`src/inc/fcs_pkg.sv`:
```
// fcs_pkg: command codes, bus timing counts and host op codes for the
// flash command host controller.
// assumes: one 100 MHz clock; the flash sits directly on the host pins.
package fcs_pkg;
    // ------------------------------------------------------------------
    // flash command codes
    // ------------------------------------------------------------------
    localparam logic [7:0] CMD_READ       = 8'h00;
    localparam logic [7:0] CMD_IDENT      = 8'h90;
    localparam logic [7:0] CMD_ERASE      = 8'h20;
    localparam logic [7:0] CMD_ERASE_VFY  = 8'ha0;
    localparam logic [7:0] CMD_PROG       = 8'h40;
    localparam logic [7:0] CMD_PROG_VFY   = 8'hc0;
    localparam logic [7:0] CMD_RESET      = 8'hff;
    localparam logic [7:0] ERASED_BYTE    = 8'hff;

    // ------------------------------------------------------------------
    // identifier addresses
    // ------------------------------------------------------------------
    localparam logic [14:0] ID_MFR_ADDR   = 15'h0000;
    localparam logic [14:0] ID_DEV_ADDR   = 15'h0001;

    // ------------------------------------------------------------------
    // widths
    // ------------------------------------------------------------------
    localparam int ADDR_W = 15;
    localparam int DATA_W = 8;

    // ------------------------------------------------------------------
    // timing: strobe phase lengths in ns and cycles at 100 MHz
    // ------------------------------------------------------------------
    localparam int CLK_PERIOD_NS  = 10;
    localparam int SETUP_NS       = 20;
    localparam int STROBE_NS      = 60;
    localparam int READ_NS        = 150;
    localparam int HOLD_NS        = 20;
    localparam int SETUP_CYC  = (SETUP_NS + CLK_PERIOD_NS - 1) / CLK_PERIOD_NS;
    localparam int STROBE_CYC = (STROBE_NS + CLK_PERIOD_NS - 1) / CLK_PERIOD_NS;
    localparam int READ_CYC   = (READ_NS + CLK_PERIOD_NS - 1) / CLK_PERIOD_NS;
    localparam int HOLD_CYC   = (HOLD_NS + CLK_PERIOD_NS - 1) / CLK_PERIOD_NS;
    localparam int CNT_W      = 16;

    // minimum pulse lengths, in us; parameters of the top shorten them
    localparam int PROG_PULSE_US  = 10;
    localparam int ERASE_PULSE_US = 10000;
    localparam int PROG_PULSE_CYC  = PROG_PULSE_US * 1000 / CLK_PERIOD_NS;
    localparam int ERASE_PULSE_CYC = ERASE_PULSE_US * 1000 / CLK_PERIOD_NS;
    localparam int WAIT_W = 24;

    // ------------------------------------------------------------------
    // host operations
    // ------------------------------------------------------------------
    typedef enum logic [2:0] {
        OP_READ,
        OP_IDENT,
        OP_ERASE,
        OP_ERASE_VFY,
        OP_PROG,
        OP_PROG_VFY,
        OP_RESET,
        OP_WRITE_RAW
    } fcs_op_t;
endpackage

```
`src/hw/fcs_host.sv`:
```
// fcs_host: host controller that drives a byte-wide chip-erasable flash
// through its strobe pins and command latch.
// assumes: flash pins are sampled synchronously to clk_sys; the board
// drives the programming supply from supply_high_level.
`timescale 1ns/1ps
`default_nettype none
module fcs_host #(
    parameter int PROG_WAIT  = fcs_pkg::PROG_PULSE_CYC,
    parameter int ERASE_WAIT = fcs_pkg::ERASE_PULSE_CYC
) (
    // clock and reset
    input  wire logic        clk_sys,
    input  wire logic        rst,
    // user command port
    input  wire logic        op_valid,
    output logic             op_ready,
    input  wire fcs_pkg::fcs_op_t op_code,
    input  wire logic [14:0] op_addr,
    input  wire logic [7:0]  op_wdata,
    output logic             done_pulse,
    output logic [7:0]       rd_data_q,
    output logic             erased_q,
    output logic             refused_q,
    // programming supply enable
    output logic             supply_high_level,
    // flash pins
    output logic             chip_sel_n,
    output logic             out_drive_n,
    output logic             write_n,
    output logic [14:0]      addr_out,
    input  wire logic [7:0]  data_lines_i,
    output logic [7:0]       data_lines_o,
    output logic             data_lines_oe
);
    typedef enum logic [2:0] {
        ST_IDLE, ST_SETUP, ST_STROBE, ST_HOLD, ST_WAIT
    } fcs_state_t;

    fcs_state_t          st_q, st_d;
    logic [15:0]         cnt_q, cnt_d;
    logic [23:0]         wait_q, wait_d;
    logic [1:0]          step_q, step_d;
    logic                rd_q, rd_d;
    fcs_pkg::fcs_op_t    op_q, op_d;
    logic [14:0]         addr_q, addr_d;
    logic [7:0]          wdata_q, wdata_d;
    logic [7:0]          bus_q, bus_d;
    logic [7:0]          rdat_d;
    logic                er_d, ref_d, done_d, sup_q, sup_d;

    // ------------------------------------------------------------------
    // sequence table: per op, the number of write cycles and the byte of each
    // ------------------------------------------------------------------
    function automatic logic [1:0] fcs_writes(input fcs_pkg::fcs_op_t o);
        case (o)
            fcs_pkg::OP_READ:      fcs_writes = 2'd1;
            fcs_pkg::OP_IDENT:     fcs_writes = 2'd1;
            fcs_pkg::OP_ERASE:     fcs_writes = 2'd2;
            fcs_pkg::OP_ERASE_VFY: fcs_writes = 2'd1;
            fcs_pkg::OP_PROG:      fcs_writes = 2'd2;
            fcs_pkg::OP_PROG_VFY:  fcs_writes = 2'd1;
            fcs_pkg::OP_RESET:     fcs_writes = 2'd2;
            default:               fcs_writes = 2'd1;
        endcase
    endfunction

    function automatic logic [7:0] fcs_byte(input fcs_pkg::fcs_op_t o,
                                            input logic [1:0] s,
                                            input logic [7:0] wd);
        case (o)
            fcs_pkg::OP_READ:      fcs_byte = fcs_pkg::CMD_READ;
            fcs_pkg::OP_IDENT:     fcs_byte = fcs_pkg::CMD_IDENT;
            fcs_pkg::OP_ERASE:     fcs_byte = fcs_pkg::CMD_ERASE;
            fcs_pkg::OP_ERASE_VFY: fcs_byte = fcs_pkg::CMD_ERASE_VFY;
            fcs_pkg::OP_PROG:      fcs_byte = (s == 2'd0) ?
                                       fcs_pkg::CMD_PROG : wd;
            fcs_pkg::OP_PROG_VFY:  fcs_byte = fcs_pkg::CMD_PROG_VFY;
            fcs_pkg::OP_RESET:     fcs_byte = fcs_pkg::CMD_RESET;
            default:               fcs_byte = wd;
        endcase
    endfunction

    // ------------------------------------------------------------------
    // bus sequencer
    // ------------------------------------------------------------------
    always_comb begin
        st_d    = st_q;
        cnt_d   = cnt_q;
        wait_d  = wait_q;
        step_d  = step_q;
        rd_d    = rd_q;
        op_d    = op_q;
        addr_d  = addr_q;
        wdata_d = wdata_q;
        bus_d   = bus_q;
        rdat_d  = rd_data_q;
        er_d    = erased_q;
        ref_d   = refused_q;
        done_d  = 1'b0;
        sup_d   = sup_q;
        case (st_q)
            ST_IDLE: begin
                if (op_valid) begin
                    op_d    = op_code;
                    addr_d  = op_addr;
                    wdata_d = op_wdata;
                    step_d  = 2'd0;
                    cnt_d   = 16'(fcs_pkg::SETUP_CYC);
                    ref_d   = 1'b0;
                    if (op_code == fcs_pkg::OP_READ && !sup_q) begin
                        // plain read with supply low: read-only memory
                        rd_d  = 1'b1;
                        st_d  = ST_SETUP;
                    end else if (!sup_q) begin
                        // supply is raised and op refused; caller reissues it
                        sup_d = 1'b1;
                        ref_d = 1'b1;
                        done_d = 1'b1;
                    end else begin
                        rd_d  = 1'b0;
                        st_d  = ST_SETUP;
                        bus_d = fcs_byte(op_code, 2'd0, op_wdata);
                    end
                end
            end
            ST_SETUP: begin
                cnt_d = cnt_q - 16'd1;
                if (cnt_q == 16'd0) begin
                    st_d  = ST_STROBE;
                    cnt_d = rd_q ? 16'(fcs_pkg::READ_CYC)
                                 : 16'(fcs_pkg::STROBE_CYC);
                end
            end
            ST_STROBE: begin
                cnt_d = cnt_q - 16'd1;
                if (cnt_q == 16'd0) begin
                    if (rd_q) begin
                        rdat_d = data_lines_i;
                        er_d   = (data_lines_i == fcs_pkg::ERASED_BYTE);
                    end
                    st_d  = ST_HOLD;
                    cnt_d = 16'(fcs_pkg::HOLD_CYC);
                end
            end
            ST_HOLD: begin
                cnt_d = cnt_q - 16'd1;
                if (cnt_q == 16'd0) begin
                    if (!rd_q && step_q + 2'd1 < fcs_writes(op_q)) begin
                        step_d = step_q + 2'd1;
                        bus_d  = fcs_byte(op_q, step_q + 2'd1, wdata_q);
                        st_d   = ST_SETUP;
                        cnt_d  = 16'(fcs_pkg::SETUP_CYC);
                    end else if (!rd_q && (op_q == fcs_pkg::OP_ERASE ||
                                           op_q == fcs_pkg::OP_PROG)) begin
                        // pulse runs deselected; verify write ends it
                        st_d   = ST_WAIT;
                        wait_d = (op_q == fcs_pkg::OP_ERASE) ?
                                 24'(ERASE_WAIT) : 24'(PROG_WAIT);
                    end else if (!rd_q && (op_q == fcs_pkg::OP_READ ||
                                           op_q == fcs_pkg::OP_IDENT ||
                                           op_q == fcs_pkg::OP_ERASE_VFY ||
                                           op_q == fcs_pkg::OP_PROG_VFY))
                    begin
                        rd_d  = 1'b1;
                        st_d  = ST_SETUP;
                        cnt_d = 16'(fcs_pkg::SETUP_CYC);
                    end else begin
                        st_d   = ST_IDLE;
                        done_d = 1'b1;
                        rd_d   = 1'b0;
                    end
                end
            end
            ST_WAIT: begin
                wait_d = wait_q - 24'd1;
                if (wait_q == 24'd0) begin
                    st_d   = ST_IDLE;
                    done_d = 1'b1;
                end
            end
            default: st_d = ST_IDLE;
        endcase
    end

    always_ff @(posedge clk_sys) begin
        if (rst) begin
            st_q      <= ST_IDLE;
            cnt_q     <= 16'h0000;
            wait_q    <= 24'h000000;
            step_q    <= 2'h0;
            rd_q      <= 1'b0;
            op_q      <= fcs_pkg::OP_READ;
            addr_q    <= 15'h0000;
            wdata_q   <= 8'h00;
            bus_q     <= 8'h00;
            rd_data_q <= 8'h00;
            erased_q  <= 1'b0;
            refused_q <= 1'b0;
            done_pulse <= 1'b0;
            sup_q     <= 1'b0;
        end else begin
            st_q      <= st_d;
            cnt_q     <= cnt_d;
            wait_q    <= wait_d;
            step_q    <= step_d;
            rd_q      <= rd_d;
            op_q      <= op_d;
            addr_q    <= addr_d;
            wdata_q   <= wdata_d;
            bus_q     <= bus_d;
            rd_data_q <= rdat_d;
            erased_q  <= er_d;
            refused_q <= ref_d;
            done_pulse <= done_d;
            sup_q     <= sup_d;
        end
    end

    // ------------------------------------------------------------------
    // pin drive
    // ------------------------------------------------------------------
    logic active;
    assign active   = (st_q == ST_SETUP) || (st_q == ST_STROBE) ||
                      (st_q == ST_HOLD);
    assign op_ready = (st_q == ST_IDLE);
    assign supply_high_level = sup_q;
    // idle and pulse wait are standby with data floating
    assign chip_sel_n  = !active;
    assign out_drive_n = !(rd_q && st_q == ST_STROBE);
    // address set before strobe fall, data held past rise
    assign write_n     = !(!rd_q && st_q == ST_STROBE);
    assign addr_out    = addr_q;
    assign data_lines_o  = bus_q;
    assign data_lines_oe = active && !rd_q;
endmodule
`default_nettype wire

```
`config.mk`:
```
export PLATFORM = sky130hd
export DESIGN_NAME = fcs_host
export DESIGN_NICKNAME = d
export VERILOG_FILES = /design/src/inc/fcs_pkg.sv /design/src/hw/fcs_host.sv
export SDC_FILE = /design/constraint.sdc
export NUM_CORES = 1
export LEC_CHECK = 0
export BUFFER_PORTS_ARGS = -buffer_cell sky130_fd_sc_hd__buf_2
export CORE_AREA = 5 5 105 146
export CTS_BUF_LIST = sky130_fd_sc_hd__clkbuf_8
export CTS_CLUSTER_DIAMETER = 80
export DETAILED_ROUTE_END_ITERATION = 12
export DIE_AREA = 0 0 110 151
export GPL_ROUTABILITY_DRIVEN = 0
export PLACE_DENSITY_LB_ADDON = 0.25
export SETUP_SLACK_MARGIN = 0.15
export SYNTH_ARGS = -nofsm -noshare
export SYNTH_HDL_FRONTEND = slang
export SYNTH_SLANG_ARGS = --single-unit
export TNS_END_PERCENT = 1
```
`constraint.sdc`:
```
create_clock -name clk_sys -period 2.46 [get_ports clk_sys]
set_input_delay 0.123 -clock clk_sys [delete_from_list [all_inputs] [get_ports clk_sys]]
set_output_delay 0.123 -clock clk_sys [all_outputs]
set_load 0.05 [all_outputs]
```
; Word level (Yosys, flattened, before mapping)
; Cells that the tools add are included.
[totals]
in_bits = 37
ff_bits = 92
out_inout_bits = 40
[classes]
n_addsub = 3
n_eq_ne = 29
n_bitwise = 1
mux = 58
order_cmp = 1
n_reduce_logical = 37
[ops]
columns = cell, count
row1 = two-way mux 16 bit, 7
row2 = one-hot mux 8 bit (7 select lines), 2
row3 = two-way mux 24 bit, 3
row4 = one-hot mux 16 bit (4 select lines), 1
row5 = two-way mux 8 bit, 6
row6 = one-hot mux 24 bit (2 select lines), 1
row7 = two-way mux 3 bit, 9
row8 = zero test 24 bit, 1
row9 = "subtractor 24 x 1 -> 24 bit, second input constant", 1
row10 = "equality test 3 bit, second input constant", 7
row11 = two-way mux 20 bit, 1
row12 = "!= test 2 bit, second input constant", 10
row13 = "equality test 3 x 2 -> 1 bit, second input constant", 6
row14 = AND reduction 6 bit, 3
row15 = zero test 16 bit, 1
row16 = two-way mux 1 bit, 16
row17 = one-hot mux 8 bit (2 select lines), 1
row18 = "subtractor 16 x 1 -> 16 bit, second input constant", 1
row19 = one-hot mux 3 bit (5 select lines), 1
row20 = two-way mux 2 bit, 6
row21 = "equality test 3 x 1 -> 1 bit, second input constant", 3
row22 = zero test 3 bit, 3
row23 = "equality test 8 bit, second input constant", 1
row24 = AND reduction 4 bit, 2
row25 = other kinds (18), 36

; Depth between registers and ports, before layout
[logic_depth]
ltp_word = 10
ltp_mapped = 9
depth_no_buf = 8

; Least setup slack after synthesis
; Ideal clock, no wire load.
[synth_path]
path_kind = register to register
startpoint = register st_q[0]
endpoint = register refused_q
synth_period_minus_slack_ns = 2.859
required_ns = 2.332
path_slack_ns = -0.399
path_stages_with_launch = 9
arrival_time_ns = 2.732
setup_ns = 0.128
path_cell_list = dfxtp_1 > clkbuf_1 > clkbuf_1 > nor3_1 > nand2_1 > clkbuf_1 > clkbuf_1 > a21oi_1 > nor2_1
[synth_between]
elab_chain_len = 2
[synth_lines]
columns = item, line_no
row1 = start: declaration, fcs_host.sv:39  ; fcs_state_t st_q, st_d;
row2 = start signal: assignment, fcs_host.sv:202  ; st_q <= st_d;
row3 = zero test 3 bit, -
row4 = via op_ready, fcs_host.sv:16  ; output logic op_ready,
row5 = AND reduction 2 bit (no source line), -
row6 = end signal: assignment, fcs_host.sv:213  ; refused_q <= ref_d;
row7 = end: declaration, fcs_host.sv:23  ; output logic refused_q,
; The timed path passes the listed nets, and every way through them passes these cells.
; A chain may end at the register's enable or synchronous reset.

; Worst setup path in the final report
[layout_path]
startpoint = register op_q[2]
endpoint = register step_q[0]
[layout_between]
elab_chain_len = 9
elab_cells_between_ends = 11
cone_classes = order compare: 1 / eq/ne: 4 / mux: 3 / reduce/logical: 3
[layout_lines]
columns = item, line_no
row1 = start: declaration, fcs_host.sv:44  ; fcs_pkg::fcs_op_t op_q, op_d;
row2 = start signal: assignment, fcs_host.sv:192  ; op_q <= fcs_pkg::OP_READ;
row3 = start signal: assignment, fcs_host.sv:207  ; op_q <= op_d;
row4 = equality test 3 x 2 -> 1 bit or equality test 3 bit (tied branches), fcs_host.sv:55  ; case (o)
row5 = OR reduction 3 bit (no source line) (*), -
row6 = two-way mux 2 bit (*), fcs_host.sv:55
row7 = two-way mux 2 bit (*), fcs_host.sv:147  ; if (cnt_q == 16'd0) begin
row8 = two-way mux 2 bit (*), fcs_host.sv:101  ; case (st_q)
row9 = < comparator 2 bit (*), fcs_host.sv:148  ; if (!rd_q && step_q + 2'd1 < fcs_writes(op_q)) begin
row10 = logical AND 1 bit (*), fcs_host.sv:148
row11 = != test 2 bit (no source line) (*), -
row12 = AND reduction 4 bit (no source line) (*), -
row13 = end signal: assignment, fcs_host.sv:205  ; step_q <= step_d;
row14 = end: declaration, fcs_host.sv:42  ; logic [1:0] step_q, step_d;
; Mark *: on every way between the ends. The rest lies on a longest branch, timed or not. The select of a mux whose other input is x is not followed.

==> impl_metrics.ini <==
[synthesis]
synth_top_cells_by_area = dfxtp_1 39%, nand2_1 7.9%, a21oi_1 5.9%, nor2_1 5.2%, clkbuf_1 2.5%
synthDominantCellAreaShare_pct = 39.1
async_flop_share_pct = 0
synth_seq_area_share_pct = 39.1
synth_top_area_cell = dfxtp_1
syn_inst = 595
syn_avg_cell_area_um2 = 7.93
synth_area_um2 = 4720
ys_ff_latch = 92
synth_cell_type_count = 63
synthesis.nets = 637
synth-main-ff-cell = dfxtp_1
synth_edf_count = 0
synth-warning-count = 0

[sta]
rsz0062_at_grt = yes
hold_viol = 0
setup_ws_ns = 0.209
layout_min_cycle_time_ns = 2.25
slew_headroom_pct = 59.6
finalCritPeriodShare_pct = 91.5
skew_ns = 0.0167
setup_violations = 0
finalSetupTns_ns = 0
slew_violations = 0
fmax_mhz = 444
tightest_slew_ns = 0.606

[floorplanning]
start_util_pct = 34.1
fp.dieArea_um2 = 16600
fp.dieH_um = 151
rows = 51
core_um2 = 13800
ios = 77
fp.dieW_um = 110

[cells_and_area]
final_util_pct = 43.0
nets = 742
layout.cells.most_common = nand2_1
finish.instance_area_um2 = 5960
syn2layout_area_growth_pct = 26.4
fillers = 1412
layout-drive-gt1-share_pct = 22.0
layout.cells.non_filler = 890
diodes = 0
final_cell_mix = 99 x nand2_1, 91 x dfxtp_1, 76 x buf_2

[global_route]
grt_pass1_vias = 4568
grt_pass1_wl_mm = 21.8
antenna_found_initial = 0
grt_max_degree = 57
grtUsageTotal_pct = 16.1
grt-ovfl-total = 0

[clock_network]
h-tree-depth = 3
cts_sinks = 92
cts_max_path_buffers = 2
clk_pin_slew_ns = 0.09
root_buffer = clkbuf_8
cts_tree = built
clk_latency_ns = 0.37
cts_buffers = 9

[placed_design]
dp_cells = 843
post-place-ws_ns = -0.0710
io_buffers = 76
dp_hpwl_mm = 9.15
placed_cell_area_um2 = 5370

[detailed_routing]
drt_first_pass_iters = 4
via_per_inst = 5.29
drt_iter0_drc = 258
vias = 4706
ant_nets = 0
drc = 0
routed_wl_mm = 13.2
wl_per_cell_um = 14.8

[hold_path]
min_path_type = in -> reg
hp-start = op_wdata[5]

[setup_path]
worstPathRequired_ns = 2.75
critical_path_arrival_ns = 2.54
crit_path_start = op_q[2]
crit_type = reg -> reg
crit_path_max_fanout = 6
timing.rr.start = op_q[2]
crit_path_end_kind = flop
cp-start-kind = flop

[pwr]
leakagePower_nw = 2.48
peakVddDrop_uv = 426
power_density_nw_per_um2 = 924

[flow_run]
max_cap_violations = 0

[status]
status = complete, no violations
-- flip-flops by register name (all words and copies together) (netlist names) --
name               flops
rd_q                   1
op_q                   3
erased_q               1
cnt_q                 16
wdata_q                8
data_lines_o           8
step_q                 2
refused_q              1
st_q                   3
addr_out              15
done_pulse             1
rd_data_q              8
wait_q                24
supply_high_level      1
-- critical path: stages (launching register included) --
cell and delay [ns]:
dfxtp_1 0.34, nor2_1 0.07, or2_2 0.31, ha_4 0.23, nand2b_1 0.08, o221ai_2 0.09, buf_4 0.17, o31a_1 0.32
or4_4 0.42, a21oi_2 0.15
-- synthesized netlist by cell type (4+ instances only) --
cell type	n
a21oi_1	56
clkbuf_1	31
buf_2	4
or4_1	9
nand4_1	8
and2_1	8
nand2b_1	6
o31a_1	5
nor2_1	65
nand2_1	99
o21ai_0	15
a211oi_1	5
or2_2	4
dfxtp_1	92
mux2i_1	9
nor4_1	11
inv_1	13
a31oi_1	11
nand3_1	10
o2111ai_1	6
o211ai_1	10
or3_1	8
o221ai_1	11
o311ai_0	4
xor2_1	5
xnor2_1	11
nand3b_1	7
o211a_1	4
nor3_1	16
ha_1	5
-- report_power, final --
part           leakage [nW]  internal [W]  total (W)  switching (W)
combinational          1.63      0.000913    0.00252        0.00161
sequential            0.749       0.00169    0.00192       0.000233
clock                 0.103      0.000505    0.00107       0.000563
total                  2.48       0.00311    0.00551        0.00240
-- metal layers --
metal	vias to the layer above	global-route usage [%]	share of wire, %
li1	2351	-	-
met1	2221	19.8	43
met2	118	27.3	49
met3	16	4.01	5.9
met4	0	5.49	1.8
met5	-	0	0
-- final timing paths --
| path | to | slack [ns] | cells after the start |
|---|---|---|---|
| min | wdata_q[5] | 0.01 | 3 |
| max | step_q[0] | 0.21 | 9 |
| min reg2reg | addr_out[11] | 0.46 | 2 |
| max reg2reg | step_q[0] | 0.21 | 9 |
-- what timing repair did --
item	CTS	global route
endpoints found under the hold margin	24	0
resized for setup	0	16
pin swaps	1	3
hold buffers	24	0
setup buffers	2	4
cloned	0	1
setup endpoints to repair	11	40
-- cell type report --
cell class | instances | area (µm²) | share of cell area [%]
clock inverter | 6 | 68.8 | 1.15
clock buffer | 10 | 138 | 2.31
multi-input combinational | 449 | 2740 | 46.0
tap | 185 | 231 | 3.88
sequential | 92 | 1840 | 30.9
inverter | 13 | 48.8 | 0.819
timing repair buffer | 135 | 887 | 14.9
-- per-stage QoR --
stage                     power, W  hold WS, ns
after floorplan            0.00374        0.259
after global placement     0.00428        0.363
after detailed placement   0.00434        0.370
after CTS                  0.00546     0.000276
after global routing       0.00587      0.00905
final                      0.00551       0.0132
-- logic make-up after synthesis --
kind of cell	Yosys count	share of synthesized area, %
compound gates	146	20.5
xor+xnor	16	2.97
fa+ha+maj	5	1.33
buf+inv	54	4.88
flops	92	39.1
mux	9	1.91
simple gates	273	29.4
Note: power is estimated with default switching activity, not from simulation.
